File: config.mk
export PLATFORM = sky130hd
export DESIGN_NAME = gpio_ports_six_to_twelve
export DESIGN_NICKNAME = d
export VERILOG_FILES = /design/src/gpio_ports_pkg.sv /design/src/gpio_ports_six_to_twelve.sv
export SDC_FILE = /design/constraint.sdc
export NUM_CORES = 1
export LEC_CHECK = 0
export ABC_AREA = 1
export BUFFER_PORTS_ARGS = -buffer_cell sky130_fd_sc_hd__buf_2
export CORE_UTILIZATION = 56
export CTS_CLUSTER_SIZE = 8
export DETAILED_ROUTE_END_ITERATION = 8
export GPL_ROUTABILITY_DRIVEN = 0
export PLACE_DENSITY = 0.78
export SLEW_MARGIN = 20
export SYNTH_ARGS = -nofsm -noshare
export SYNTH_HDL_FRONTEND = slang
export SYNTH_SLANG_ARGS = --single-unit
File: constraint.sdc
create_clock -name sys_clk -period 1.7 [get_ports sys_clk]
set_input_delay 0.17 -clock sys_clk [delete_from_list [all_inputs] [get_ports sys_clk]]
set_output_delay 0.17 -clock sys_clk [all_outputs]
set_load 0.005 [all_outputs]
File: src/gpio_ports_pkg.sv
/*
 * Package for the port 6/7/8/12 block: internal bus addresses, reset
 * values, field positions and the carrier structs for the internal bus.
 * Assumes one byte-wide internal bus with bit and byte write strobes.
 */
package gpio_ports_pkg;

    // Internal bus addresses.
    localparam logic [15:0] ADDR_DATA_SIX = 16'hFF06;
    localparam logic [15:0] ADDR_DATA_SEVEN = 16'hFF07;
    localparam logic [15:0] ADDR_DATA_EIGHT = 16'hFF08;
    localparam logic [15:0] ADDR_DATA_TWELVE = 16'hFF0C;
    localparam logic [15:0] ADDR_DIR_ONE = 16'hFF21;
    localparam logic [15:0] ADDR_DIR_TWO = 16'hFF22;
    localparam logic [15:0] ADDR_DIR_THREE = 16'hFF23;
    localparam logic [15:0] ADDR_DIR_SIX = 16'hFF26;
    localparam logic [15:0] ADDR_DIR_SEVEN = 16'hFF27;
    localparam logic [15:0] ADDR_DIR_EIGHT = 16'hFF28;
    localparam logic [15:0] ADDR_DIR_TWELVE = 16'hFF2C;
    localparam logic [15:0] ADDR_ANALOG_CFG = 16'hFF2F;
    localparam logic [15:0] ADDR_PULLUP_SEVEN = 16'hFF37;
    localparam logic [15:0] ADDR_PULLUP_TWELVE = 16'hFF3C;

    // Values after reset.
    localparam logic [7:0] DIR_RESET = 8'hFF;
    localparam logic [7:0] LATCH_RESET = 8'h00;
    localparam logic [7:0] PULLUP_RESET = 8'h00;
    localparam logic [4:0] ANALOG_CFG_RESET = 5'h10;
    localparam logic [4:0] ANALOG_CFG_ALL_DIGITAL = 5'h10;

    // Analog configuration codes below which port-eight pins turn analog.
    localparam logic [4:0] ANALOG_CFG_P80_DIGITAL = 5'h09;
    localparam logic [4:0] ANALOG_CFG_P81_DIGITAL = 5'h0A;
    localparam logic [4:0] ANALOG_CFG_P82_DIGITAL = 5'h0B;
    localparam logic [4:0] ANALOG_CFG_P83_DIGITAL = 5'h0F;

    // Implemented pin counts.
    localparam int SIX_PINS = 2;
    localparam int SEVEN_PINS = 6;
    localparam int EIGHT_PINS = 4;
    localparam int TWELVE_PINS = 5;

    // Field positions.
    localparam int OPAMP_OUT_BIT = 1;
    localparam int TWELVE_PULLUP_BIT = 0;
    localparam int OSC_MAIN_LO = 1;
    localparam int OSC_SUB_LO = 3;

    // Oscillator mode select register fields, as seen by the ports.
    localparam logic [7:0] OSC_MODE_RESET = 8'h00;

    typedef struct packed {
        logic [15:0] addr;
        logic [7:0] wdata;
        logic byteWrite;
        logic bitWrite;
        logic [2:0] bitSel;
        logic bitValue;
        logic read;
    } bus_req_type;

    typedef struct packed {
        logic [7:0] rdata;
        logic hit;
    } bus_rsp_type;

    typedef struct packed {
        logic mainOsc;
        logic extClk;
        logic subOsc;
    } osc_mode_type;

endpackage : gpio_ports_pkg

File: src/gpio_ports_six_to_twelve.sv
/*
 * Port 6, 7, 8 and 12 logic with the direction registers of ports 1, 2, 3.
 * Assumes the processor drives one bus request per cycle on sys_clk and
 * samples the read answer one cycle later; pad cells resolve pin levels.
 */
`timescale 1ns/1ps
`default_nettype none

module gpio_ports_six_to_twelve (
    // Clock and reset
    input wire logic sys_clk,
    input wire logic srst,
    // Internal bus
    input wire gpio_ports_pkg::bus_req_type busReq,
    output gpio_ports_pkg::bus_rsp_type busRsp_q,
    // Alternate-function controls from other units
    input wire logic opamp_two_enable,
    input wire logic [3:0] converter_channel_select,
    input wire gpio_ports_pkg::osc_mode_type oscillator_mode_select,
    // Port six pins, open drain
    input wire logic [1:0] sixIn,
    output logic [1:0] sixOut_q,
    output logic [1:0] sixOe_q,
    // Port seven pins, also key return inputs
    input wire logic [5:0] sevenIn,
    output logic [5:0] sevenOut_q,
    output logic [5:0] sevenOe_q,
    output logic [5:0] sevenPullup_q,
    output logic [5:0] key_return_input_q,
    // Port eight pins
    input wire logic [3:0] eightIn,
    output logic [3:0] eightOut_q,
    output logic [3:0] eightOe_q,
    output logic [3:0] eightAnalog_q,
    output logic [3:0] eightConvert_q,
    output logic opampOutOnPin_q,
    // Port twelve pins
    input wire logic [4:0] twelveIn,
    output logic [4:0] twelveOut_q,
    output logic [4:0] twelveOe_q,
    output logic intrLvdPullup_q,
    output logic [4:0] twelveOscOwned_q,
    // Direction settings for ports one to three
    output logic [7:0] dirPortOne_q,
    output logic [7:0] dirPortTwo_q,
    output logic [7:0] dirPortThree_q
);

    logic [7:0] dirSix_q;
    logic [7:0] dirSeven_q;
    logic [7:0] dirEight_q;
    logic [7:0] dirTwelve_q;
    logic [7:0] latchSix_q;
    logic [7:0] latchSeven_q;
    logic [7:0] latchEight_q;
    logic [7:0] latchTwelve_q;
    logic [7:0] pullupSeven_q;
    logic [7:0] pullupTwelve_q;
    logic [4:0] analogCfg_q;
    logic [3:0] eightAnalogNow;
    logic [4:0] oscOwned;
    logic [7:0] rdata;
    logic hit;
    logic [7:0] bitMask;
    logic [7:0] analogCfgNext;

    // Three-stage synchronisers; stages two and three must agree.
    logic [16:0] pinRaw;
    logic [16:0] sync1_q;
    logic [16:0] sync2_q;
    logic [16:0] sync3_q;
    logic [16:0] pinLevel_q;

    assign pinRaw = {twelveIn, eightIn, sevenIn, sixIn};

    always_ff @(posedge sys_clk) begin
        if (srst) begin
            sync1_q <= '0;
            sync2_q <= '0;
            sync3_q <= '0;
        end else begin
            sync1_q <= pinRaw;
            sync2_q <= sync1_q;
            sync3_q <= sync2_q;
        end
    end

    genvar g;
    generate
        for (g = 0; g < 17; g++) begin : g_filter
            always_ff @(posedge sys_clk) begin
                if (srst) begin
                    pinLevel_q[g] <= 1'b0;
                end else if (sync2_q[g] == sync3_q[g]) begin
                    pinLevel_q[g] <= sync3_q[g];
                end
            end
        end
    endgenerate

    always_comb begin
        bitMask = 8'h00;
        bitMask[busReq.bitSel] = 1'b1;
    end

    function automatic logic [7:0] wr_byte(input logic [7:0] old, input logic [7:0] bm,
                                           input gpio_ports_pkg::bus_req_type r);
        logic [7:0] res;
        res = old;
        if (r.byteWrite) begin
            res = r.wdata;
        end else if (r.bitWrite) begin
            res = r.bitValue ? (old | bm) : (old & ~bm);
        end
        return res;
    endfunction : wr_byte

    function automatic logic sel(input gpio_ports_pkg::bus_req_type r, input logic [15:0] a);
        return (r.byteWrite || r.bitWrite) && (r.addr == a);
    endfunction : sel

    always_ff @(posedge sys_clk) begin
        if (srst) begin
            dirPortOne_q <= gpio_ports_pkg::DIR_RESET;
            dirPortTwo_q <= gpio_ports_pkg::DIR_RESET;
            dirPortThree_q <= gpio_ports_pkg::DIR_RESET;
            dirSix_q <= gpio_ports_pkg::DIR_RESET;
            dirSeven_q <= gpio_ports_pkg::DIR_RESET;
            dirEight_q <= gpio_ports_pkg::DIR_RESET;
            dirTwelve_q <= gpio_ports_pkg::DIR_RESET;
        end else begin
            if (sel(busReq, gpio_ports_pkg::ADDR_DIR_SIX)) begin
                dirSix_q <= wr_byte(dirSix_q, bitMask, busReq);
            end
            if (sel(busReq, gpio_ports_pkg::ADDR_DIR_ONE)) begin
                dirPortOne_q <= wr_byte(dirPortOne_q, bitMask, busReq);
            end
            if (sel(busReq, gpio_ports_pkg::ADDR_DIR_TWO)) begin
                dirPortTwo_q <= wr_byte(dirPortTwo_q, bitMask, busReq);
            end
            if (sel(busReq, gpio_ports_pkg::ADDR_DIR_THREE)) begin
                dirPortThree_q <= wr_byte(dirPortThree_q, bitMask, busReq);
            end
            if (sel(busReq, gpio_ports_pkg::ADDR_DIR_SEVEN)) begin
                dirSeven_q <= wr_byte(dirSeven_q, bitMask, busReq);
            end
            if (sel(busReq, gpio_ports_pkg::ADDR_DIR_EIGHT)) begin
                dirEight_q <= wr_byte(dirEight_q, bitMask, busReq);
            end
            if (sel(busReq, gpio_ports_pkg::ADDR_DIR_TWELVE)) begin
                dirTwelve_q <= wr_byte(dirTwelve_q, bitMask, busReq);
            end
        end
    end

    // The analog configuration is five bits wide, so the byte merge is done on a padded copy.
    assign analogCfgNext = wr_byte({3'h0, analogCfg_q}, bitMask, busReq);

    // Output latches, pull-up selections and analog configuration.
    always_ff @(posedge sys_clk) begin
        if (srst) begin
            latchSix_q <= gpio_ports_pkg::LATCH_RESET;
            latchSeven_q <= gpio_ports_pkg::LATCH_RESET;
            latchEight_q <= gpio_ports_pkg::LATCH_RESET;
            latchTwelve_q <= gpio_ports_pkg::LATCH_RESET;
            pullupSeven_q <= gpio_ports_pkg::PULLUP_RESET;
            pullupTwelve_q <= gpio_ports_pkg::PULLUP_RESET;
            analogCfg_q <= gpio_ports_pkg::ANALOG_CFG_RESET;
        end else begin
            if (sel(busReq, gpio_ports_pkg::ADDR_DATA_SIX)) begin
                latchSix_q <= wr_byte(latchSix_q, bitMask, busReq);
            end
            if (sel(busReq, gpio_ports_pkg::ADDR_DATA_SEVEN)) begin
                latchSeven_q <= wr_byte(latchSeven_q, bitMask, busReq);
            end
            if (sel(busReq, gpio_ports_pkg::ADDR_DATA_EIGHT)) begin
                latchEight_q <= wr_byte(latchEight_q, bitMask, busReq);
            end
            if (sel(busReq, gpio_ports_pkg::ADDR_DATA_TWELVE)) begin
                latchTwelve_q <= wr_byte(latchTwelve_q, bitMask, busReq);
            end
            if (sel(busReq, gpio_ports_pkg::ADDR_PULLUP_SEVEN)) begin
                pullupSeven_q <= wr_byte(pullupSeven_q, bitMask, busReq);
            end
            if (sel(busReq, gpio_ports_pkg::ADDR_PULLUP_TWELVE)) begin
                pullupTwelve_q <= wr_byte(pullupTwelve_q, bitMask, busReq);
            end
            if (sel(busReq, gpio_ports_pkg::ADDR_ANALOG_CFG)) begin
                analogCfg_q <= analogCfgNext[4:0];
            end
        end
    end

    // analog only below each pin's threshold
    always_comb begin
        eightAnalogNow[0] = analogCfg_q < gpio_ports_pkg::ANALOG_CFG_P80_DIGITAL;
        eightAnalogNow[1] = analogCfg_q < gpio_ports_pkg::ANALOG_CFG_P81_DIGITAL;
        eightAnalogNow[2] = analogCfg_q < gpio_ports_pkg::ANALOG_CFG_P82_DIGITAL;
        eightAnalogNow[3] = analogCfg_q < gpio_ports_pkg::ANALOG_CFG_P83_DIGITAL;
    end

    always_comb begin
        oscOwned = 5'h00;
        oscOwned[gpio_ports_pkg::OSC_MAIN_LO] = oscillator_mode_select.mainOsc
            || oscillator_mode_select.extClk;
        oscOwned[gpio_ports_pkg::OSC_MAIN_LO + 1] = oscillator_mode_select.mainOsc;
        oscOwned[gpio_ports_pkg::OSC_SUB_LO] = oscillator_mode_select.subOsc;
        oscOwned[gpio_ports_pkg::OSC_SUB_LO + 1] = oscillator_mode_select.subOsc;
    end

    // Pin drive; all outputs registered.
    always_ff @(posedge sys_clk) begin
        if (srst) begin
            sixOut_q <= 2'h0;
            sixOe_q <= 2'h0;
            sevenOut_q <= 6'h00;
            sevenOe_q <= 6'h00;
            sevenPullup_q <= 6'h00;
            eightOut_q <= 4'h0;
            eightOe_q <= 4'h0;
            eightAnalog_q <= 4'h0;
            eightConvert_q <= 4'h0;
            opampOutOnPin_q <= 1'b0;
            twelveOut_q <= 5'h00;
            twelveOe_q <= 5'h00;
            intrLvdPullup_q <= 1'b0;
            twelveOscOwned_q <= 5'h00;
        end else begin
            sixOut_q <= 2'h0;
            sixOe_q <= ~dirSix_q[1:0] & ~latchSix_q[1:0];
            sevenOut_q <= latchSeven_q[5:0];
            sevenOe_q <= ~dirSeven_q[5:0];
            sevenPullup_q <= pullupSeven_q[5:0] & dirSeven_q[5:0];
            eightOut_q <= latchEight_q[3:0];
            // digital drive on pins 0 to 2 blocked while opamp on; pin 3 still driven
            eightOe_q <= ~dirEight_q[3:0] & ~eightAnalogNow
                & ~({1'b0, {3{opamp_two_enable}}});
            eightAnalog_q <= eightAnalogNow;
            for (int i = 0; i < 4; i++) begin
                eightConvert_q[i] <= eightAnalogNow[i] && dirEight_q[i]
                    && (converter_channel_select == 4'(8 + i))
                    && (!opamp_two_enable || i == gpio_ports_pkg::OPAMP_OUT_BIT || i == 3);
            end
            opampOutOnPin_q <= eightAnalogNow[gpio_ports_pkg::OPAMP_OUT_BIT]
                && dirEight_q[gpio_ports_pkg::OPAMP_OUT_BIT] && opamp_two_enable;
            twelveOut_q <= latchTwelve_q[4:0];
            twelveOe_q <= ~dirTwelve_q[4:0] & ~oscOwned;
            intrLvdPullup_q <= pullupTwelve_q[gpio_ports_pkg::TWELVE_PULLUP_BIT]
                && dirTwelve_q[gpio_ports_pkg::TWELVE_PULLUP_BIT];
            twelveOscOwned_q <= oscOwned;
        end
    end

    // Key return sees the filtered pin level whatever the direction.
    always_ff @(posedge sys_clk) begin
        if (srst) begin
            key_return_input_q <= 6'h00;
        end else begin
            key_return_input_q <= pinLevel_q[7:2];
        end
    end

    // read pin or latch by direction
    always_comb begin
        rdata = 8'h00;
        hit = 1'b1;
        case (busReq.addr)
            // latch read back in output mode, pin level in input mode; analog port-eight pins in input mode and oscillator-owned pins read zero
            gpio_ports_pkg::ADDR_DATA_SIX: rdata = {6'h00, (dirSix_q[1:0] & pinLevel_q[1:0])
                | (~dirSix_q[1:0] & latchSix_q[1:0])};
            gpio_ports_pkg::ADDR_DATA_SEVEN: rdata = {2'h0, (dirSeven_q[5:0] & pinLevel_q[7:2])
                | (~dirSeven_q[5:0] & latchSeven_q[5:0])};
            gpio_ports_pkg::ADDR_DATA_EIGHT: rdata = {4'h0,
                (dirEight_q[3:0] & ~eightAnalogNow & pinLevel_q[11:8])
                | (~dirEight_q[3:0] & latchEight_q[3:0])};
            gpio_ports_pkg::ADDR_DATA_TWELVE: rdata = {3'h0,
                ((dirTwelve_q[4:0] & pinLevel_q[16:12])
                | (~dirTwelve_q[4:0] & latchTwelve_q[4:0])) & ~oscOwned};
            gpio_ports_pkg::ADDR_DIR_ONE: rdata = dirPortOne_q;
            gpio_ports_pkg::ADDR_DIR_TWO: rdata = dirPortTwo_q;
            gpio_ports_pkg::ADDR_DIR_THREE: rdata = dirPortThree_q;
            gpio_ports_pkg::ADDR_DIR_SIX: rdata = dirSix_q;
            gpio_ports_pkg::ADDR_DIR_SEVEN: rdata = dirSeven_q;
            gpio_ports_pkg::ADDR_DIR_EIGHT: rdata = dirEight_q;
            gpio_ports_pkg::ADDR_DIR_TWELVE: rdata = dirTwelve_q;
            gpio_ports_pkg::ADDR_ANALOG_CFG: rdata = {3'h0, analogCfg_q};
            gpio_ports_pkg::ADDR_PULLUP_SEVEN: rdata = {2'h0, pullupSeven_q[5:0]};
            gpio_ports_pkg::ADDR_PULLUP_TWELVE: rdata = {7'h00, pullupTwelve_q[0]};
            default: hit = 1'b0;
        endcase
    end

    // Registered read answer; unmapped addresses read zero with hit low.
    always_ff @(posedge sys_clk) begin
        if (srst) begin
            busRsp_q <= '0;
        end else if (busReq.read) begin
            busRsp_q.rdata <= rdata;
            busRsp_q.hit <= hit;
        end else begin
            busRsp_q <= '0;
        end
    end

endmodule : gpio_ports_six_to_twelve

`default_nettype wire

---- Word-level counts from Yosys, hierarchy flattened ----
Index checks and enable logic that the tools add are counted.
cells by class
  reductions and logical operators ........ 47
  eq/ne operators ......................... 35
  multiplexer cells ....................... 46
  magnitude comparators ................... 6
  bitwise operators ....................... 57
operators by type and width
  operator              count
  $mux 8                39
  $eq 16x16->1 const B  14
  $pmux 8 s14           1
  $and 8x8->8           13
  $or 8x8->8            13
  $reduce_and 2->1      14
  $logic_and 1x1->1     27
  $and 5x5->5           5
  $and 4x4->4           5
  $lt 5x4->1 const B    4
  $and 6x6->6           3
  $eq 1x1->1            17
  $eq 4x4->1 const B    4
  $mux 5                3
  $reduce_or 14->1      1
  $not 5->5             2
  $or 5x5->5            2
  $not 4->4             2
  $not 8->8             1
  $and 2x2->2           3
  $not 6->6             1
  $or 6x6->6            1
  $lt 3x4->1 const B    1
  $not 2->2             2
  other kinds (11)      13
word-level totals
  register bits after elaboration ......... 244
  input bits .............................. 58

---- Logic depth before layout (Yosys ltp) ----
Gate-level depths: netlist (run 1).
  depth in word-level cells ............... 9
  gate-level depth with buffers ........... 12

---- Worst setup path before layout (run 1) ----
Ideal clock, no wire load.
  path type ............................... in2reg
  from .................................... input busReq[24] (netlist bit)
  to ...................................... register (tool-made name)
  required time ........................... 1583 ps
  setup slack ............................. 373 ps
  arrival ................................. 1211 ps
  stages .................................. 10
  path through ............................ nand2_1 -> nor2_2 -> nand2_4 -> buf_6 -> nor2_8 -> nand2_2 -> nor2_4 -> nand2_1 -> o21ai_1 -> a21oi_1
RTL lines
  item         RTL line                        text
  from (decl)  gpio_ports_six_to_twelve.sv:14  input wire gpio_ports_pkg::bus_req_type busReq,

---- Worst setup path after layout (run 1) ----
  from .................................... input converter_channel_select[2]
  to ...................................... register eightConvert_q[0]
on the way
  longest elaborated chain between the ends .. 3
RTL lines
  item                             RTL line                         text
  from (decl)                      gpio_ports_six_to_twelve.sv:18   input wire logic [3:0] converter_channel_select,
  $eq 4x4->1                       gpio_ports_six_to_twelve.sv:241  && (converter_channel_select == 4'(8 + i))
  $logic_and 1x1->1                gpio_ports_six_to_twelve.sv:241
  $logic_and 1x1->1                gpio_ports_six_to_twelve.sv:242  && (!opamp_two_enable || i == gpio_ports_pkg::OPAMP_OUT_BIT || i == 3);
  to (signal, indexed assignment)  gpio_ports_six_to_twelve.sv:240  eightConvert_q[i] <= eightAnalogNow[i] && dirEight_q[i]
  to (decl)                        gpio_ports_six_to_twelve.sv:35   output logic [3:0] eightConvert_q,
Every way passes these cells.
A chain may end at the register's enable or synchronous reset.

==> results of run 1 <==
[logic make-up (layout without fill, tap and decap cells)]
| family | count (synthesis) | after routing | share of synthesized area |
|---|---|---|---|
| AO/OA/AOI/OAI | 172 | 172 | 0.1191 |
| buffers and inverters | 192 | 412 | 0.08975 |
| flip-flops | 219 | 219 | 0.4976 |
| other | 1 | 3 | 0.0004256 |
| AND/OR/NAND/NOR | 577 | 577 | 0.2931 |
[final cells by class]
cell class	instances	share of cell area
Clock buffer	31	0.06976
Tap cell	211	0.02374
Timing Repair Buffer	228	0.1319
Inverter	151	0.05130
Clock inverter	2	0.001463
Sequential cell	219	0.3942
Multi-Input combinational cell	752	0.3276
[power by group]
part	internal, mW	total (mW)	switching [mW]
Sequential	5.20	5.22	0.0220
Clock	3.16	5.18	2.02
Combinational	0.215	0.609	0.394
Total	8.58	11.0	2.43
[path summary, 6_finish.rpt]
kind	from	end	slack, ps	cells past startpoint
worst min-delay path	busReq[13]	register	50	5
worst max register to register	register	busRsp_q[3]	170	10
worst max-delay path	converter_channel_select[2]	eightConvert_q[0]	120	6
worst min register to register	sync1_q[12]	sync2_q[12]	400	2
[critical path: cells and delay by family]
family | cells | cell delay [ps]
and+or+nand+nor | 3 | 530
buffers and inverters | 3 | 1310
[cells in the mapped netlist, types with 5 or more instances]
master and number:
dfxtp_1 219, nand2_1 216, nor2_1 204, inv_1 141, nand3_1 89, o21ai_0 53, a21oi_1 44, o211ai_1 36
a211oi_1 17, clkbuf_1 16, nor3_1 13, nand4_1 10, o21a_1 10, nand2_2 9, nor2_4 9, buf_2 8
buf_4 7, buf_1 6, inv_2 6, o311ai_1 5
[metal layers]
metal  vias up  GRT usage
met1      3922     0.4144
met5         -          0
met2       464     0.5259
met3        87    0.04983
met4         0     0.1520
li1       4162          -
[through the flow]
| step | util | instance area, um2 | std cells | worst slack, ps | total power [mW] |
|---|---|---|---|---|---|
| 2_1_floorplan | - | 8818 | 1163 | 372.6 | 5.609 |
| 3_3_place_gp | 0.6579 | 10040 | 1532 | 103.6 | 5.852 |
| 3_5_place_dp | 0.6579 | 10040 | 1532 | 55.02 | 5.860 |
| 4_1_cts | 0.7288 | 11120 | 1594 | 222.3 | 11.02 |
| 5_1_grt | 0.7288 | 11120 | 1594 | 37.76 | 11.31 |
| 6_report | 0.7288 | 11120 | 1594 | 120.0 | 11.01 |
==> metrics, run 1 <==
status=completed; area of the core=15260 um2; CTS H-tree depth=1; setup TNS=0 ps; ys async rst share=0; LEAKAGE=approximately 5.3 nW; CTS tree=done; initial antenna violation count=0; met2 wire len=11.99 mm; Buffers on Ports=about 150; synth unique cells=42; CP Max Fanout=2; CP Cell Sequence=dlygate4sd3_1, buf_2, nor2_1, dlygate4sd3_1, nand2_1, nor4_1; Synth area leaders=dfxtp_1 50%, nand2_1 9.2%, nor2_1 8.7%, inv_1 6.0%, nand3_1 5.1%; sequential fraction of the synthesis area=0.4976; FF+latch count, synth=between 200 and 250; Met1 Wirelength=around 10 mm; global-route wire length before repair=40.93 mm; Die Wd=127.4 um; Setup Skew=roughly 10 ps; GRT overflow=0; CP arrival=2010 ps; Detailed Routing Iterations Pass 1=7; most frequent cells in the layout=219 x dfxtp_1, 216 x nand2_1, 204 x nor2_1; Max Cap Viol=0; Reg area=between 4000 and 5000 um2; CTS root buf=clkbuf_16; ratio of cells with drive above 1 in the final layout=0.1996; DRC=0; startpoint types=input port; Post-Route WL=around 26 mm; met3 wire length=2.260 mm; Total Die Area=about 16000 um2; Final min period=about 1600 ps; Layout Nets=roughly 1400; WS Path Type=in2reg; DRT iter0 DRCs=between 800 and 900; Post-synth EDFFs=0; Hold Path Class=in2reg; RSZ-0062 raised after global routing=false; vias per cell=~5.4; Sink Count=219; most frequent CP cell=dlygate4sd3_1; clock tree buffer depth=3; fill count=roughly 1200; Final period util=0.9294; Critical Path RT=around 2100 ps; total number of vias=approximately 8600; Avg Cell Area, Syn=around 7.6 um2; number of buffers inserted during clock tree synthesis=31; Max VDD drop=~0.00095 V; setup violators final=0; top layer reached by signal wires=met4; vias in the first global route=8242; # IOs=152; post-synthesis cell count=between 1000 and 1500; post-CTS sizing=0; commonest non-fill, non-tap cell in the layout=dfxtp_1; ant diodes=0; number of post-CTS setup repair buffers=0; Final Hold Violating Endpoints=0; area share of the largest cell type after synthesis=0.4976; Top FF cell, synth=dfxtp_1; clock-pin slew on the worst setup and hold paths=roughly 50 ps; area leader, netlist=dfxtp_1; Worst path slowest cell=dlygate4sd3_1; Min Hold Slack=roughly 47 ps; die height=about 130 um; f_max=between 600 and 700 MHz; row cnt=between 40 and 50; pwr dens=between 900 and 1000 nW/um2; Post-DRT Antenna Nets=0; Initial Util=0.5774; drt wl/cell=about 16 um; fin. max-slew vios=0; post-DP HPWL=~18 mm; Hold Buf Count CTS=29; footprint of the multi-input gates=3643 um2; yosys warns=0; largest net degree at the start of global routing=between 70 and 80; Layout area overhead=26.21%; Synth Cell Area=roughly 9000 um2; GRT Overall Usage=0.3205; CP max stage delay=around 630 ps; Crit. End Element=register; later-pin clock latency in the skew report=around 540 ps
No activity file was read; power rests on OpenSTA's default activity.
==> run 2, diff against run 1 <==
==> constraint.sdc (replaced) <==
create_clock -name sys_clk -period 1.54 [get_ports sys_clk]
set_input_delay 0.154 -clock sys_clk [delete_from_list [all_inputs] [get_ports sys_clk]]
set_output_delay 0.154 -clock sys_clk [all_outputs]
set_load 0.005 [all_outputs]
==> metrics, run 2 (synthesis gave the netlist of run 1 again) <==
Max Cap Viol=0 (unchanged); f_max=654.9 MHz; Final WS setup=13.06 ps (-106.9 ps); pre-CTS setup slack=-47.89 ps (-102.9 ps); area of the core=15260 um2 (unchanged); WS Path Type=reg2reg; drt wl/cell=16.19 um (+0.39%); setup violators final=0 (unchanged); total number of vias=8772 (+1.6%); fill count=1142 (-5.3%); ant diodes=0 (unchanged); Final period util=0.9915; Total Die Area=16240 um2 (unchanged); number of buffers inserted during clock tree synthesis=31 (unchanged); Layout area overhead=29.78%; CTS H-tree depth=1 (unchanged); ratio of cells with drive above 1 in the final layout=0.2191 (+0.01952); Max VDD drop=0.001013 V (+6.4%); Reg area=4388 um2 (about the same); Hold Path Origin=busReq[13]; LEAKAGE=5.478 nW (+3.3%); die height=127.4 um (unchanged); GRT overflow=0 (unchanged); fin. max-slew vios=0 (unchanged); Die Wd=127.4 um (unchanged); reg2reg path depth=6 (-4); Hold Path Class=in2reg; later-pin clock latency in the skew report=540 ps (about the same); most frequent cells in the layout=216 x dfxtp_1, 215 x nand2_1, 204 x nor2_1; global-route wire length before repair=41.66 mm (+1.8%); vias per cell=5.395 (-0.41%); commonest non-fill, non-tap cell in the layout=dfxtp_1; vias in the first global route=8224 (-0.22%); Critical Path RT=2010 ps (-120 ps); CP max stage delay=580 ps (-50 ps); DRC=0 (unchanged); Post-DRT Antenna Nets=0 (unchanged); Buffers on Ports=148 (unchanged); CTS tree=done; status=completed; final core utilization=0.7494 (+0.02058); Sink Count=219 (unchanged); Worst path slowest cell=dlygate4sd3_1; Crit. End Element=register; Final min period=about 1500 ps; Post-Route WL=26.32 mm (+2.4%); DRT iter0 DRCs=870 (-3.0%); largest net degree at the start of global routing=65 (-11%); post-DP HPWL=18.25 mm (+1.2%); hold path depth=5 (unchanged); Detailed Routing Iterations Pass 1=6 (-1); # IOs=152 (unchanged); CTS root buf=clkbuf_16; setup TNS=0 ps (unchanged); row cnt=45 (unchanged); footprint of the multi-input gates=3652 um2 (+0.24%); CP Max Fanout=5 (+3); most frequent CP cell=nand2_1; Layout Nets=1472 (+2.2%); CP arrival=2000 ps (about the same); FF-to-FF setup slack=10 ps (-160 ps); pwr dens=1084 nW/um2 (+9.5%); initial antenna violation count=0 (unchanged); R2R Path End=eightConvert_q[1]; Initial Util=0.5774 (unchanged); CP Cell Sequence=inv_1, nand2_1, nand2_1, nand2_2, nor4_1, dlygate4sd3_1; clock-pin slew on the worst setup and hold paths=50 ps (about the same); startpoint types=register; Setup Skew=16.25 ps (+6.199 ps); clock tree buffer depth=3 (unchanged); GRT Overall Usage=0.3266 (+0.006028); total power=12.39 mW (+13%); Final Hold Violating Endpoints=0 (unchanged)
run 2: cell count changes in the layout (fill, tap and decap cells not counted):
cell	delta
dfxtp_1	-3
clkbuf_1	+1
buf_4	+26
nand2_1	-1
dlygate4sd3_1	+2
nand2_2	+1
bufinv_16	+1
nor4_1	-1
buf_12	+3
clkinvlp_4	-1
dfxtp_2	+3
nor4_2	+1
run 2: layout make-up:
| class | count | area share |
|---|---|---|
| sequential | 219 | 0.3837 |
| tap | 211 | 0.02309 |
| timing repair buffer | 259 | 0.1523 |
| clock buffer | 32 | 0.06817 |
| multi-input combinational | 752 | 0.3194 |
| clock inverter | 2 | 0.003392 |
| inverter | 151 | 0.04990 |
run 2: layer usage:
metal | vias up | global-route usage | wire length (um)
met5 | - | 0 | 0
met4 | 0 | 0.1204 | 954
met3 | 94 | 0.05486 | 2241
met2 | 454 | 0.5641 | 12530
met1 | 3998 | 0.4092 | 10600
li1 | 4226 | - | -
run 2: what timing repair did:
action	CTS	global route
endpoints found under the hold margin	35	0
resized for setup	0	5
buffers inserted	0	1
setup endpoints to repair	0	4
hold buffers	31	0
run 2: how the worst max path moves through the flow:
stage	startpoint	endpoint	slack, ps	depth (start not counted)
after floorplan	busReq[24]	register	230	10
after global placement	busReq[15]	busRsp_q[6]	-40	13
after detailed placement	busReq[22]	register	-50	10
after CTS	register	eightConvert_q[1]	20	6
after global routing	register	eightConvert_q[1]	-80	6
final	register	eightConvert_q[1]	10	6
run 2: metrics by stage:
step	std cells	instance area [um2]	hold slack, ps
after floorplan	1163	8818	230.8
after global placement	1560	10290	338.7
after detailed placement	1560	10290	344.4
after CTS	1625	11410	16.30
after global routing	1626	11430	53.19
final	1626	11430	37.79
run 2: power breakdown:
group | leakage [nW] | switching (mW) | internal, mW | total [mW]
sequential | 1.78 | 0.0251 | 5.74 | 5.76
combinational | 3.30 | 0.437 | 0.263 | 0.700
clock | 0.402 | 2.26 | 3.67 | 5.93
run 2: critical path, delay by kind of cell, from the launching register on:
kind,cells,cell delay (ps)
and+or+nand+nor,4,450
buffers and inverters,2,650
DFF,1,360
==> run 3, diff against run 2 <==
--- a/config.mk
+++ b/config.mk
@@ -7,6 +7,7 @@
 export LEC_CHECK = 0
 export ABC_AREA = 1
 export BUFFER_PORTS_ARGS = -buffer_cell sky130_fd_sc_hd__buf_2
+export CORE_ASPECT_RATIO = 0.9
 export CORE_UTILIZATION = 56
 export CTS_CLUSTER_SIZE = 8
 export DETAILED_ROUTE_END_ITERATION = 8
==> metrics, run 3 (synthesis gave the netlist of run 1 again) <==
row cnt=43 (-4.4%); f_max=681.5 MHz (+4.1%); vias in the first global route=8137 (-1.1%); WP buf/inv=3 (+1); die height=121.0 um (-5.1%); ant diodes=0 (unchanged); global-route wire length before repair=41.00 mm (-1.6%); clock tree buffer depth=3 (unchanged); Hold Path Class=in2reg; fill count=1236 (+8.2%); post-DP HPWL=18.37 mm (+0.63%); Total Die Area=16240 um2 (about the same); setup TNS=0 ps (unchanged); Sink Count=219 (unchanged); CP max stage delay=570 ps (about the same); Slew headroom=0.6367; largest net degree at the start of global routing=51 (-22%); Layout area overhead=28.81%; CP arrival=1890 ps (-110 ps); Die Wd=134.2 um (+5.3%); met2 wire len=12.26 mm (-2.2%); Met1 Wirelength=10.42 mm (-1.7%); GRT Overall Usage=0.3231 (-0.003510); pre-CTS setup slack=-119.4 ps (-71.51 ps); status=completed; RSZ-0062 raised after global routing=false; Final period util=0.9528 (-0.03874); reg2reg path depth=3 (-3); Final WS setup=72.71 ps (+59.65 ps); setup violators final=0 (unchanged); Critical Path RT=1960 ps (-50 ps); startpoint types=input port; placed insts=1550 (-0.64%); hold path depth=3 (-2); total number of vias=8799 (+0.31%); GRT overflow=0 (unchanged); Initial Util=0.5726 (-0.004836); WS Path Type=in2reg; ratio of cells with drive above 1 in the final layout=0.2172 (-0.001906); Layout Nets=1467 (-0.34%); later-pin clock latency in the skew report=550 ps (about the same); commonest non-fill, non-tap cell in the layout=dfxtp_1; Crit. End Element=register; CTS H-tree depth=1 (unchanged); most frequent cells in the layout=218 x dfxtp_1, 215 x nand2_1, 204 x nor2_1; Crit path depth=6 (unchanged); area of the core=15390 um2 (+0.84%); met3 wire length=2.543 mm (+13%); initial antenna violation count=0 (unchanged); drt wl/cell=16.24 um (+0.30%); DRC=0 (unchanged); Max VDD drop=0.0008281 V (-18%); top cell family by delay on the critical path=buffers and inverters; CTS root buf=clkbuf_16; pwr dens=1078 nW/um2 (-0.58%); Detailed Routing Iterations Pass 1=9 (+3); clock-pin slew on the worst setup and hold paths=50 ps (about the same); Final Hold Violating Endpoints=0 (unchanged); vias per cell=5.462 (+1.2%); Final min period=1467 ps (-59.65 ps); number of post-CTS setup repair buffers=0 (unchanged); Max Cap Viol=0 (unchanged); top layer reached by signal wires=met5; CTS tree=done; final std cells w/o fill=1611 (-0.92%); LEAKAGE=5.438 nW (-0.72%); Post-DRT Antenna Nets=0 (unchanged); # IOs=152 (unchanged); Tightest Pin Transition=between 500 and 600 ps; DRT iter0 DRCs=800 (-8.0%); Post-Route WL=26.16 mm (-0.62%); number of buffers inserted during clock tree synthesis=31 (unchanged); Setup Skew=17.39 ps (+1.135 ps); Worst path slowest cell=dlygate4sd3_1; CP Max Fanout=3 (-2); fin. max-slew vios=0 (unchanged); Buffers on Ports=148 (unchanged); CP Cell Sequence=dlygate4sd3_1, buf_2, nor2_1, nand2_1, dlygate4sd3_1, nor4_1; most frequent CP cell=dlygate4sd3_1
## run 3: changes by cell type in the layout (fill, tap and decap cells not counted), sizes merged
cell	delta
buf	-2
dlygate4sd3	-3
bufinv	-1
clkbuf	-1
clkinvlp	+1
## run 3: path summary, 6_finish.rpt
| kind | from | to | slack (ps) |
|---|---|---|---|
| hold reg to reg | sync1_q[0] | sync2_q[0] | 400 |
| setup reg to reg | register | eightConvert_q[1] | 100 |
| setup / recovery | converter_channel_select[0] | eightConvert_q[0] | 70 |
| hold / removal | srst | sync2_q[4] | 50 |
## run 3: stage by stage
| stage | power (mW) | instance area [um2] | utilization | hold slack (ps) |
|---|---|---|---|---|
| after global placement | 6.492 | 10270 | 0.6673 | 343.0 |
| after CTS | 12.25 | 11340 | 0.7369 | 37.88 |
| after floorplan | 6.192 | 8818 | - | 230.8 |
| final | 12.23 | 11350 | 0.7376 | 51.55 |
| after global routing | 12.56 | 11350 | 0.7376 | 62.42 |
| after detailed placement | 6.502 | 10270 | 0.6673 | 346.8 |
## run 3: power breakdown
group          leakage, nW  internal, mW  switching [mW]
Combinational         3.28         0.261           0.439
Sequential            1.78          5.74          0.0233
Clock                0.387          3.49            2.27
## run 3: tightest hold or removal path: stages
cell    delay, ps
buf_4         100
buf_12        210
nor2_1         70
## run 3: layout make-up
cell class	count	area [um2]	area share
Clock inverter	2	16.27	0.001433
Sequential cell	219	4385	0.3864
Timing Repair Buffer	254	1697	0.1495
Inverter	151	570.5	0.05027
Tap cell	202	252.7	0.02227
Multi-Input combinational cell	752	3652	0.3218
Clock buffer	31	775.7	0.06835
## run 3: layer usage
metal / up-vias / global-route usage
li1: 4220 / -
met3: 90 / 0.06099
met4: 2 / 0.1355
met1: 4041 / 0.4122
met5: - / 0.01961
met2: 446 / 0.5343
## run 3: timing repair
action | 4_1_cts | 5_1_grt
resized for setup | 0 | 4
endpoints found under the setup margin | 0 | 3
hold buffers | 28 | 0
endpoints found under the hold margin | 33 | 0
